<file path="src/verilog/hims_regs.vh">
// constants for the host interface mode select block
`ifndef HIMS_REGS_VH
`define HIMS_REGS_VH
`define HIMS_MODE_NONMUX 2'h0
`define HIMS_MODE_MUX 2'h1
`define HIMS_MODE_SERIAL 2'h2
`define HIMS_MODE_RSVD 2'h3
`define HIMS_IRQ_HIGH 2'h0
`define HIMS_IRQ_LOW 2'h1
`define HIMS_IRQ_OD 2'h2
`define HIMS_IRQ_CFG_RST 2'h0
`define HIMS_DATA_RST 8'h00
`endif

</file>
<file path="src/verilog/hims_sync.v">
// two-flop synchroniser for pin inputs
`timescale 1ns/1ps
module hims_sync #(
    parameter W = 1,
    parameter [W-1:0] RST_VAL = {W{1'b0}}
) (
    input wire clk,
    input wire sys_rst,
    input wire [W-1:0] din,
    output reg [W-1:0] dout
);
    reg [W-1:0] meta_reg;
    always @(posedge clk or posedge sys_rst) begin
        if (sys_rst) begin
            meta_reg <= RST_VAL;
            dout <= RST_VAL;
        end else begin
            meta_reg <= din;
            dout <= meta_reg;
        end
    end
endmodule

</file>
<file path="src/verilog/hims_top.v">
// host interface mode select and pin steering
// Contract
// - decode select 00/01/10 into three modes
// - dma ack low, used only when enabled
// - dma request driven only while enabled
// - irq output high, low or open drain
// - irq output floats during reset
// - read, write and shift strobes ignored unless select held low
// - low read strobe means read
// - low write strobe means write
// - mode 0 address line, plain data bus
// - mode 1 latch strobe, muxed bus
// - mode 2 shift clock, serial in/out
// - reset restores all configuration
`timescale 1ns/1ps
`include "hims_regs.vh"
module hims_top (
    input wire clk,
    input wire sys_rst,
    input wire [1:0] iface_select_pins,
    input wire cs_n,
    input wire rd_n,
    input wire wr_n,
    input wire reg_select_line,
    input wire dma_ack_n,
    input wire [7:0] data_in,
    output reg [7:0] data_out,
    output reg [7:0] data_oe_n,
    output reg irq_out,
    output reg irq_oe_n,
    input wire dma_enable,
    input wire dma_req_core,
    input wire irq_core,
    input wire [1:0] irq_mode_cfg,
    input wire [7:0] read_data,
    input wire serial_out_core,
    output reg [1:0] mode_reg,
    output reg mode_valid_reg,
    output wire dma_request,
    output wire dma_ack_core,
    output wire rd_cmd,
    output wire wr_cmd,
    output wire reg_select,
    output wire addr_latch,
    output reg [7:0] latched_addr_reg,
    output reg [7:0] wr_data_reg,
    output wire serial_shift_clk,
    output wire serial_in
);
    localparam ST_RESET = 4'b0001;
    localparam ST_SYNC = 4'b0010;
    localparam ST_LATCH = 4'b0100;
    localparam ST_RUN = 4'b1000;
    wire [1:0] sel_s;
    wire [3:0] ctl_s;
    wire [7:0] data_s;
    reg [3:0] state_reg;
    reg [3:0] state_next;
    reg ale_d_reg;
    reg [1:0] irq_cfg_reg;
    wire cs_n_s;
    wire rd_n_s;
    wire wr_n_s;
    wire a_s;
    wire parallel;
    // pin view after the two-flop chains
    wire dma_ack_n_s;
    wire mode_nonmux;
    wire mode_mux;
    wire mode_serial;
    wire serial_drive;
    reg irq_out_next;
    reg irq_oe_n_next;
    reg [7:0] data_out_next;
    reg [7:0] data_oe_n_next;
    hims_sync #(.W(2), .RST_VAL(2'h0)) u_sel (
        .clk(clk),
        .sys_rst(sys_rst),
        .din(iface_select_pins),
        .dout(sel_s)
    );
    // idle-high strobes reset high so nothing fires at release
    hims_sync #(.W(4), .RST_VAL(4'hE)) u_ctl (
        .clk(clk),
        .sys_rst(sys_rst),
        .din({cs_n, rd_n, wr_n, reg_select_line}),
        .dout(ctl_s)
    );
    hims_sync #(.W(8), .RST_VAL(8'h00)) u_dat (
        .clk(clk),
        .sys_rst(sys_rst),
        .din(data_in),
        .dout(data_s)
    );
    // ack pin is asynchronous too; idles high so no false ack at release
    hims_sync #(.W(1), .RST_VAL(1'b1)) u_ack (
        .clk(clk),
        .sys_rst(sys_rst),
        .din(dma_ack_n),
        .dout(dma_ack_n_s)
    );
    assign cs_n_s = ctl_s[3];
    assign rd_n_s = ctl_s[2];
    assign wr_n_s = ctl_s[1];
    assign a_s = ctl_s[0];
    // one decode each so every bus and serial pin function keys on the latched mode
    assign mode_nonmux = mode_valid_reg && mode_reg == `HIMS_MODE_NONMUX;
    assign mode_mux = mode_valid_reg && mode_reg == `HIMS_MODE_MUX;
    assign mode_serial = mode_valid_reg && mode_reg == `HIMS_MODE_SERIAL;
    assign serial_drive = mode_serial && !cs_n_s;
    // mode latched once; later pin changes are not followed
    always @* begin
        state_next = state_reg;
        case (state_reg)
            // two idle cycles let the strap reach the sync output
            ST_RESET: state_next = ST_SYNC;
            ST_SYNC: state_next = ST_LATCH;
            ST_LATCH: state_next = ST_RUN;
            ST_RUN: state_next = ST_RUN;
            default: state_next = ST_RESET;
        endcase
    end
    always @(posedge clk or posedge sys_rst) begin
        if (sys_rst) begin
            state_reg <= ST_RESET;
            mode_reg <= `HIMS_MODE_NONMUX;
            mode_valid_reg <= 1'b0;
            irq_cfg_reg <= `HIMS_IRQ_CFG_RST;
        end else begin
            state_reg <= state_next;
            irq_cfg_reg <= irq_mode_cfg;
            if (state_reg == ST_LATCH) begin
                mode_reg <= sel_s;
                mode_valid_reg <= (sel_s != `HIMS_MODE_RSVD);
            end
        end
    end
    // reserved code leaves the bus and serial functions idle; dma still follows dma_enable
    assign parallel = mode_nonmux ||
        mode_mux;
    assign rd_cmd = parallel && !cs_n_s && !rd_n_s;
    assign wr_cmd = parallel && !cs_n_s && !wr_n_s;
    assign reg_select = mode_nonmux && a_s;
    assign addr_latch = mode_mux && a_s;
    assign serial_shift_clk = mode_serial
        && !cs_n_s && wr_n_s;
    assign serial_in = mode_serial && a_s;
    assign dma_request = dma_enable && dma_req_core;
    assign dma_ack_core = dma_enable && !dma_ack_n_s;
    always @(posedge clk or posedge sys_rst) begin
        if (sys_rst) begin
            ale_d_reg <= 1'b0;
            latched_addr_reg <= `HIMS_DATA_RST;
            wr_data_reg <= `HIMS_DATA_RST;
        end else begin
            ale_d_reg <= addr_latch;
            // address captured as the latch strobe falls
            if (ale_d_reg && !addr_latch)
                latched_addr_reg <= data_s;
            if (wr_cmd)
                wr_data_reg <= data_s;
        end
    end
    // data pins: enable low means driven
    always @* begin
        data_out_next = `HIMS_DATA_RST;
        data_oe_n_next = 8'hFF;
        if (rd_cmd) begin
            data_out_next = read_data;
            data_oe_n_next = 8'h00;
        end else if (serial_drive) begin
            // only bit 0 carries serial output; the rest stay released
            data_out_next = {7'h00, serial_out_core};
            data_oe_n_next = 8'hFE;
        end
    end
    always @(posedge clk or posedge sys_rst) begin
        if (sys_rst) begin
            data_out <= `HIMS_DATA_RST;
            data_oe_n <= 8'hFF;
        end else begin
            data_out <= data_out_next;
            data_oe_n <= data_oe_n_next;
        end
    end
    // irq pin: open drain only pulls low
    always @* begin
        irq_out_next = 1'b0;
        irq_oe_n_next = 1'b1;
        case (irq_cfg_reg)
            `HIMS_IRQ_HIGH: begin
                irq_out_next = irq_core;
                irq_oe_n_next = 1'b0;
            end
            `HIMS_IRQ_LOW: begin
                irq_out_next = !irq_core;
                irq_oe_n_next = 1'b0;
            end
            `HIMS_IRQ_OD: begin
                irq_out_next = 1'b0;
                irq_oe_n_next = !irq_core;
            end
            // reserved irq code floats the pin
            default: begin
                irq_out_next = 1'b0;
                irq_oe_n_next = 1'b1;
            end
        endcase
    end
    // registered so the pin never glitches on config changes
    always @(posedge clk or posedge sys_rst) begin
        if (sys_rst) begin
            irq_out <= 1'b0;
            irq_oe_n <= 1'b1;
        end else begin
            irq_out <= irq_out_next;
            irq_oe_n <= irq_oe_n_next;
        end
    end
endmodule

</file>
<file path="config.mk">
export PLATFORM = sky130hd
export DESIGN_NAME = hims_top
export DESIGN_NICKNAME = d
export VERILOG_FILES = /design/src/verilog/hims_sync.v /design/src/verilog/hims_top.v
export VERILOG_INCLUDE_DIRS = /design/src /design/src/verilog
export SDC_FILE = /design/constraint.sdc
export NUM_CORES = 1
export LEC_CHECK = 0
export BUFFER_PORTS_ARGS = -buffer_cell sky130_fd_sc_hd__buf_4
export CAP_MARGIN = 20
export CORE_UTILIZATION = 52
export CTS_CLUSTER_SIZE = 24
export DETAILED_ROUTE_END_ITERATION = 10
export PLACE_DENSITY = 0.82
export SYNTH_ARGS = -nofsm -noshare
export SYNTH_HDL_FRONTEND = slang
export SYNTH_SLANG_ARGS = --single-unit
</file>
<file path="constraint.sdc">
create_clock -name clk -period 4.5 [get_ports clk]
set_input_delay 0.675 -clock clk [delete_from_list [all_inputs] [get_ports clk]]
set_output_delay 0.675 -clock clk [all_outputs]
set_load 0.005 [all_outputs]
</file>
# After elaboration in Yosys (flattened, before gate mapping)
# Index checks and enable logic that the tools add are counted.
classes:
  n_eq_ne: 9
  muxes: 7
  n_reduce_logical: 25
ops:
  columns: ["op", "n"]
  rows:
  - ["$mux W8", 2]
  - ["$logic_and A1 B1 Y1", 14]
  - ["$pmux W4 S3", 1]
  - ["$logic_not A1 Y1", 6]
  - ["$eq A2 B1 Y1 const B", 2]
  - ["$eq A2 B2 Y1 const B", 2]
  - ["$eq A4 B1 Y1 const B", 1]
  - ["$eq A4 B2 Y1 const B", 1]
  - ["$eq A4 B3 Y1 const B", 1]
  - ["$eq A4 B4 Y1 const B", 1]
  - ["$logic_not A2 Y1", 2]
  - ["$pmux W1 S2", 2]
  - ["$reduce_or A2 Y1", 2]
  - ["$mux W1", 2]
  - ["$ne A2 B2 Y1 const B", 1]
  - ["$logic_or A1 B1 Y1", 1]
word_totals:
  elab_cells: 60
  reg_bits: 74
  output_inout_bits: 45

# Depth between registers and ports, before layout
# Gate-level depths: netlist of run 1.
depth:
  depth_word: 6
  mapped_depth: 4
  ltp_nobuf: 3

# By module
# From an unflattened synthesis of run 1, not the netlist that was laid out.
hier_totals:
  cells_unflattened: 134
  area_unflattened_um2: 2234.6
modules_own_cells:
  columns: ["module", "area_each_um2", "n_inst", "seq_area_each_um2", "cells_per_inst"]
  rows:
  - ["hims_top", 1458.9, 1, 955.9, 100]
  - ["hims_sync at u_dat", 404.1, 1, 400.4, 17]
  - ["hims_sync at u_ctl", 211.5, 1, 207.7, 9]
  - ["hims_sync at u_sel", 103.8, 1, 100.1, 5]
  - ["hims_sync at u_ack", 56.3, 1, 52.6, 3]

# Worst setup path before layout of run 1
# No wires, ideal clock.
synth_timing:
  path_kind: "reg2out"
  from: "register mode_reg[1]"
  to: "output port rd_cmd"
  n_path_buf: 1
  stages_incl_launch_ff: 4
  slack_ps: 2748
  required_time_ps: 3825
  arrival_time_ps: 1077
  path_cell_list: "dfrtp_1 > or3b_4 > nor2_2 > buf_4"
synth_between:
  elab_chain_len: 5
synth_lines:
  columns: ["element", "line", "text"]
  rows:
  - ["start, declared", "hims_top.v:37", "output reg [1:0] mode_reg,"]
  - ["start signal, assigned", "hims_top.v:126", "mode_reg <= `HIMS_MODE_NONMUX;"]
  - ["start signal, assigned", "hims_top.v:133", "mode_reg <= sel_s;"]
  - ["$eq A2 B1 Y1 (no line) or $logic_not A2 Y1 (tied branches)", null, null]
  - ["$logic_and A1 B1 Y1 (no line)", null, null]
  - ["$logic_or A1 B1 Y1 *", "hims_top.v:139", "assign parallel = mode_nonmux ||"]
  - ["$logic_and A1 B1 Y1 * (2 in a row)", "hims_top.v:141", "assign rd_cmd = parallel && !cs_n_s && !rd_n_s;"]
  - ["end, declared", "hims_top.v:41", "output wire rd_cmd,"]
# Every way passes the cells marked *; elsewhere a longest branch is shown, timed or not.

# Worst setup path in the final report of run 1
# Same ends and word-level chain as after synthesis.

==> implementation parameters, run 1 <==
Parameter                              Value

Global route
  Antenna violations before repair ... 0
  Maximum number of pins on one net before global-route repair ... 69
  Total global routing track utilization ... 0.2039
  Global route total overflow ... 0
  Via count of the first global-routing pass ... 1,315
  Wire length of the first global-routing pass ... about 6200 um

Synth
  Post-synthesis sequential area ratio ... 0.7725
  Synthesized netlist cell count ... approximately 130
  Area share of the leading cell type in the synthesized netlist ... 0.6306
  Number of distinct standard cells referenced by the synthesized netlist ... 23
  Area of the mapped netlist ... 2222 um2
  Synthesized flop and latch total ... 68
  Most frequent cell after synthesis ... sky130_fd_sc_hd__dfrtp_1
  Async set-reset flop share out of synthesis ... 1.000
  Per-instance average area after synthesis ... ~17 um2
  Number of enable flip-flop cells after synthesis ... 0
  Synthesized net count ... 160
  Leading post-synthesis cells by instance count ... 56 x sky130_fd_sc_hd__dfrtp_1, 18 x sky130_fd_sc_hd__mux2_2, 12 x sky130_fd_sc_hd__dfstp_2
  Leading cell types by total area after synthesis ... sky130_fd_sc_hd__dfrtp_1 63%, sky130_fd_sc_hd__dfstp_2 14%, sky130_fd_sc_hd__mux2_2 9.1%
  Number of warnings issued by yosys ... 0
  Primary FF master, synth ... sky130_fd_sc_hd__dfrtp_1
  Largest area contributor in the netlist ... sky130_fd_sc_hd__dfrtp_1

CTS
  Clock Sink Count ... 68
  Count of buffers added by post-CTS timing repair for setup ... 0
  Resize count post-CTS ... 0
  Number of buffers inserted during clock tree synthesis ... 9
  Clock tree from TritonCTS ... done
  Clock transition at the register clock pins on the worst setup and hold paths after CTS ... 0.07 ns
  Total of hold buffers inserted after clock tree synthesis ... 0
  Clock H-tree levels ... 3
  Clock Root Buffer ... sky130_fd_sc_hd__clkbuf_8
  Maximum count of clock buffers along a single path ... 2
  Worst-skew pair later-pin latency ... about 0.33 ns

Detailed routing
  Mean routed wirelength per cell ... ~15 um
  Count of TritonRoute iterations in the first routing pass ... 4
  Met3 WL ... 183 um
  Via-per-instance ratio ... 4.875
  Violation count after the first detailed-route iteration ... 53
  Met1 wire length ... 1391 um
  Vias after detailed routing ... 1,287
  Topmost layer with routed signal wires ... met4
  Final wirelength ... between 3000 and 4000 um
  Antenna-violating nets left ... 0
  Number of remaining DRC errors ... 0
  Routed wire length on met2 ... 2222 um

STA
  Final Hold Vio Count ... 0
  Transition time of the tightest slew-check pin ... 0.7821 ns
  Unrepaired setup endpoints after global routing ... false
  Final-report setup violation count ... 0
  Final critical-path required period ... 2.347 ns
  Setup WS post-layout ... 2.153 ns
  Share of the clock period used by the worst path ... 0.5216
  Slew headroom ... 0.4786
  Count of final max-slew check failures ... 0
  Max Clock Skew ... 0.008243 ns
  Setup TNS Final ... 0 ns
  Max frequency ... about 430 MHz

Setup path
  Cell with the largest stage delay on the worst path ... sky130_fd_sc_hd__dfrtp_1
  Startpoint-to-endpoint class of the critical path ... reg -> out
  Critical Path End Type ... primary output
  Data arrival time of the worst path ... 1.67 ns
  WP data required ... about 3.8 ns
  Startpoint Class ... flip-flop
  Worst Path Max Fanout ... 11
  FF-to-FF setup slack ... around 3 ns
  Destination of the worst register-to-register timing path ... latched_addr_reg[7]$_DFFE_PP0P_
  Cells traversed along the worst timing path ... or3b_4, nor2_2, buf_4
  Reg-to-reg critical path startpoint ... mode_reg[1]$_DFFE_PP0N_
  R2R cell count ... 3
  CP max stage delay ... between 0.4 and 0.5 ns

Power and ir drop
  Leakage dissipation ... 0.001440 uW
  Pwr Density ... 433.7 nW/um2
  IR drop worst, VDD ... ~0.27 mV

Place
  Number of buffers inserted by port buffering ... 75
  Detail Placement HPWL ... 2856 um
  Weighted congestion at the end of routability-driven global placement ... 0.6919
  Placement-stage worst setup slack ... 2.496 ns

Floorplan
  I/O pin count ... 76
  Initial Util ... 0.5476
  Die area ... roughly 4500 um2
  Die Height ... 67.37 um
  Cell Rows ... 23
  Floorplan die width ... slightly below 70 um
  Floorplan core area ... between 4000 and 5000 um2

Cells and area
  Total number of nets in the final design ... 240
  Number of filler cells placed in the layout ... 255
  Area growth syn-to-layout ... 34.74%
  N_diodes ... 0
  Ratio of cells with drive above 1 in the final layout ... 0.5888

Run status
  Result of the run ... finished, final reports clean

Flow run
  Max-capacitance violation count ... 0

Worst hold path
  Worst Hold Depth ... 0
  Startpoint of the worst hold path ... u_dat.meta_reg[4]$_DFF_PP0_
  HP Class ... reg -> reg
  Worst Hold Path EP ... u_dat.dout[4]$_DFF_PP0_
==> metrics by stage <==
step / util / hold WS, ns / power [uW] / area, um2 / instances
floorplan: - / 0.3312 / 757.7 / 2222 / 129
global placement: 0.6907 / 0.3322 / 847.1 / 2803 / 248
detailed placement: 0.6907 / 0.3370 / 859.2 / 2803 / 248
CTS: 0.7379 / 0.3527 / 1317 / 2994 / 264
global route: 0.7379 / 0.3563 / 1357 / 2994 / 264
finish: 0.7379 / 0.3514 / 1299 / 2994 / 264
==> layer usage <==
| metal | GRT usage | vias up |
|---|---|---|
| li1 | - | 582 |
| met1 | 0.2200 | 648 |
| met2 | 0.3375 | 45 |
| met3 | 0.05236 | 12 |
| met4 | 0.1649 | 0 |
| met5 | 0 | - |
==> report_power, final <==
group / switching (uW) / internal [uW]
combinational: 52.4 / 96.1
clock: 194 / 260
sequential: 28.0 / 668
==> how the worst max path moves through the flow <==
stage	slack (ns)	to	from
2_1_floorplan	2.13	ale_d_reg$_DFF_PP0_	sys_rst
3_3_place_gp	2.56	rd_cmd	mode_reg[1]$_DFFE_PP0N_
3_5_place_dp	2.50	rd_cmd	mode_reg[1]$_DFFE_PP0N_
4_1_cts	2.14	rd_cmd	mode_reg[1]$_DFFE_PP0N_
5_1_grt	2.05	rd_cmd	mode_reg[1]$_DFFE_PP0N_
6_report	2.15	rd_cmd	mode_reg[1]$_DFFE_PP0N_
==> final cells by class <==
cell class | count | area, um2 | share of cell area
clock buffers | 15 | 186.4 | 0.06227
inverters | 3 | 11.26 | 0.003761
flip-flops and latches | 68 | 1717 | 0.5733
repair buffers | 76 | 570.5 | 0.1906
clock inverters | 1 | 5.005 | 0.001672
multi-input cells | 51 | 441.7 | 0.1475
well taps | 50 | 62.56 | 0.02089
==> cell usage in the layout, fill, tap and decap left out, types with 2 or more instances in the layout <==
master and n:
sky130_fd_sc_hd__and2_1 9, sky130_fd_sc_hd__buf_4 76, sky130_fd_sc_hd__clkbuf_1 2, sky130_fd_sc_hd__clkbuf_8 13
sky130_fd_sc_hd__dfrtp_1 56, sky130_fd_sc_hd__dfstp_2 12, sky130_fd_sc_hd__inv_1 2, sky130_fd_sc_hd__mux2_2 18
sky130_fd_sc_hd__nor2_1 4, sky130_fd_sc_hd__nor3_1 3, sky130_fd_sc_hd__nor4b_1 2, sky130_fd_sc_hd__xnor2_1 2
==> worst max-delay path: cells and delay by family, from the launching register on <==
| family | cells | cell delay, ns |
|---|---|---|
| and+or+nand+nor | 2 | 0.73 |
| DFF | 1 | 0.43 |
| buffers and inverters | 1 | 0.18 |
==> logic make-up after synthesis <==
| logic type | Yosys count | synth area share |
|---|---|---|
| multiplexers | 18 | 0.09121 |
| flip-flops | 68 | 0.7725 |
| buffers and inverters | 10 | 0.02872 |
| AO/OA/AOI/OAI | 4 | 0.01408 |
| AND/OR/NAND/NOR | 27 | 0.08558 |
| XOR/XNOR | 2 | 0.007884 |
Note: power is estimated with default switching activity, not from simulation.
==> run 2: changes to the inputs <==
Settings changed: ABC_AREA from default to 1, CORE_UTILIZATION 52 to 49, PLACE_DENSITY 0.82 to 0.78.
Clock period 4.5 ns to 2.4 ns, I/O delays scaled along.
==> implementation parameters, run 2 <==
Parameter                              Value

CTS
  Number of buffers inserted during clock tree synthesis ... 9
  Worst-skew pair later-pin latency ... between 0.3 and 0.4 ns
  Clock Root Buffer ... sky130_fd_sc_hd__clkbuf_8
  Total of hold buffers inserted after clock tree synthesis ... 0
  Clock H-tree levels ... 3
  Maximum count of clock buffers along a single path ... 2
  Clock transition at the register clock pins on the worst setup and hold paths after CTS ... 0.07 ns
  Resize count post-CTS ... 0
  Clock Sink Count ... 68
  Clock tree from TritonCTS ... done
  Count of buffers added by post-CTS timing repair for setup ... 0

Place
  Post-placement cell count ... 317
  Detail Placement HPWL ... roughly 3100 um
  Weighted congestion at the end of routability-driven global placement ... 0.8039
  Number of buffers inserted by port buffering ... 75

Cells and area
  N_diodes ... 0
  Area of the multi-input gates ... 441.7 um2
  Ratio of cells with drive above 1 in the final layout ... 0.3915
  Commonest non-fill, non-tap cell in the layout ... sky130_fd_sc_hd__buf_4
  Non-filler instance count after layout ... 333
  Most frequent cells in the layout ... 77 x sky130_fd_sc_hd__buf_4, 56 x sky130_fd_sc_hd__dfrtp_1, 45 x sky130_fd_sc_hd__nand2_1
  Number of filler cells placed in the layout ... 348
  Sequential cell area ... 1717 um2
  Area growth syn-to-layout ... 32.19%
  Total number of nets in the final design ... around 310

STA
  Unrepaired setup endpoints after global routing ... false
  Count of final max-slew check failures ... 0
  Transition time of the tightest slew-check pin ... 0.4217 ns
  Max Clock Skew ... 0.007955 ns
  Final-report setup violation count ... 0
  Setup TNS Final ... 0 ns
  Final critical-path required period ... ~2 ns
  Share of the clock period used by the worst path ... 0.8362
  Final Hold Vio Count ... 0
  Max frequency ... 498.3 MHz
  Slew headroom ... 0.7185

Detailed routing
  Count of TritonRoute iterations in the first routing pass ... 7
  Via-per-instance ratio ... between 4 and 5
  Vias after detailed routing ... roughly 1,600
  Final wirelength ... 4257 um
  Violation count after the first detailed-route iteration ... 147
  Antenna-violating nets left ... 0
  Number of remaining DRC errors ... 14
  Mean routed wirelength per cell ... 12.78 um

Floorplan
  Floorplan die width ... 70.88 um
  Die Height ... 70.88 um
  I/O pin count ... between 70 and 80
  Die area ... 5024 um2
  Cell Rows ... 24
  Floorplan core area ... 4444 um2
  Initial Util ... 0.5231

Flow run
  Max-capacitance violation count ... 0

Synth
  Synthesized flop and latch total ... 68
  Most frequent cell after synthesis ... sky130_fd_sc_hd__dfrtp_1
  Area share of the leading cell type in the synthesized netlist ... 0.6028
  Synthesized net count ... 228
  Leading cell types by total area after synthesis ... sky130_fd_sc_hd__dfrtp_1 60%, sky130_fd_sc_hd__dfstp_2 14%, sky130_fd_sc_hd__nand2_1 7.3%
  Async set-reset flop share out of synthesis ... 1.000
  Area of the mapped netlist ... 2325 um2
  Number of enable flip-flop cells after synthesis ... 0
  Synthesized netlist cell count ... 197
  Per-instance average area after synthesis ... about 12 um2
  Leading post-synthesis cells by instance count ... 56 x sky130_fd_sc_hd__dfrtp_1, 45 x sky130_fd_sc_hd__nand2_1, 25 x sky130_fd_sc_hd__inv_1
  Post-synthesis sequential area ratio ... 0.7384
  Number of warnings issued by yosys ... 0
  Primary FF master, synth ... sky130_fd_sc_hd__dfrtp_1
  Largest area contributor in the netlist ... sky130_fd_sc_hd__dfrtp_1
  Number of distinct standard cells referenced by the synthesized netlist ... 23

Global route
  Maximum number of pins on one net before global-route repair ... 25
  Via count of the first global-routing pass ... ~1,500
  Antenna violations before repair ... 0
  Global route total overflow ... 0
  Wire length of the first global-routing pass ... 6996 um
  Total global routing track utilization ... 0.1898

Power and ir drop
  Leakage dissipation ... 0.001680 uW
  Pwr Density ... 763.6 nW/um2
  IR drop worst, VDD ... 0.5257 mV

Setup path
  Cell with the largest stage delay on the worst path ... sky130_fd_sc_hd__dfstp_2
  FF-to-FF setup slack ... 1.09 ns
  WP data required ... 2.04 ns
  Data arrival time of the worst path ... 1.65 ns
  Worst Path Max Fanout ... 10
  R2R cell count ... 5
  CP max stage delay ... 0.53 ns
  Critical Path End Type ... primary output
  Cells traversed along the worst timing path ... clkinv_1, nor4_1, buf_4
  CP bufs+invs ... 2
  CP top delay family ... flip-flops
  Startpoint Class ... flip-flop
  Crit. path cell count ... 3
  Startpoint-to-endpoint class of the critical path ... reg -> out

Worst hold path
  HP Class ... in -> async

Run status
  Violated checks ... design-rule violations
  Result of the run ... finished with violations
run 2: worst paths after layout:
kind                                              from                         endpoint
min in group clk                       irq_mode_cfg[0]         irq_cfg_reg[0]$_DFF_PP0_
max in group asynchronous                      sys_rst         u_ack.meta_reg$_DFF_PP1_
min reg2reg                u_dat.meta_reg[7]$_DFF_PP0_          u_dat.dout[7]$_DFF_PP0_
min                                            sys_rst      u_sel.meta_reg[1]$_DFF_PP0_
max                            u_ctl.dout[1]$_DFF_PP1_                 serial_shift_clk
max reg2reg                    mode_reg[1]$_DFFE_PP0N_  latched_addr_reg[3]$_DFFE_PP0P_
run 2: final cells by class:
class / instances / area share
clock inverter: 4 / 0.008143
tap: 52 / 0.02117
sequential: 68 / 0.5586
timing repair buffer: 77 / 0.1881
multi-input combinational: 93 / 0.1437
inverter: 27 / 0.03298
clock buffer: 12 / 0.04723
run 2: layer usage:
metal,part of all wire,global-route usage,up-vias
met3,0.061,0.04131,6
met2,0.52,0.3152,53
met4,0.018,0.1133,0
met5,0,0,-
li1,-,-,762
met1,0.40,0.2295,732
run 2: power breakdown:
group	switching, uW	total, uW	internal, uW	leakage (uW)
sequential	52.2	1300	1240	0.000813
combinational	116	262	146	0.000785
clock	389	789	400	0.0000824
total	558	2350	1790	0.00168
run 2: cell families after synthesis:
family	share of synthesized area
XOR/XNOR	0.003768
AND/OR/NAND/NOR	0.1765
buffers and inverters	0.07157
flip-flops	0.7384
AO/OA/AOI/OAI	0.009687
run 2: stage by stage:
| stage | util | area [um2] | power, uW | setup slack, ns | hold slack [ns] |
|---|---|---|---|---|---|
| final | 0.6914 | 3073 | 2346 | 0.3931 | 0.03246 |
| after floorplan | - | 2325 | 1408 | 0.3483 | 0.3312 |
| after global placement | 0.6532 | 2903 | 1572 | 0.7516 | 0.3327 |
| after detailed placement | 0.6532 | 2903 | 1582 | 0.7515 | 0.3347 |
| after global routing | 0.6914 | 3073 | 2473 | 0.3039 | 0.04976 |
| after CTS | 0.6914 | 3073 | 2383 | 0.3847 | 0.03219 |
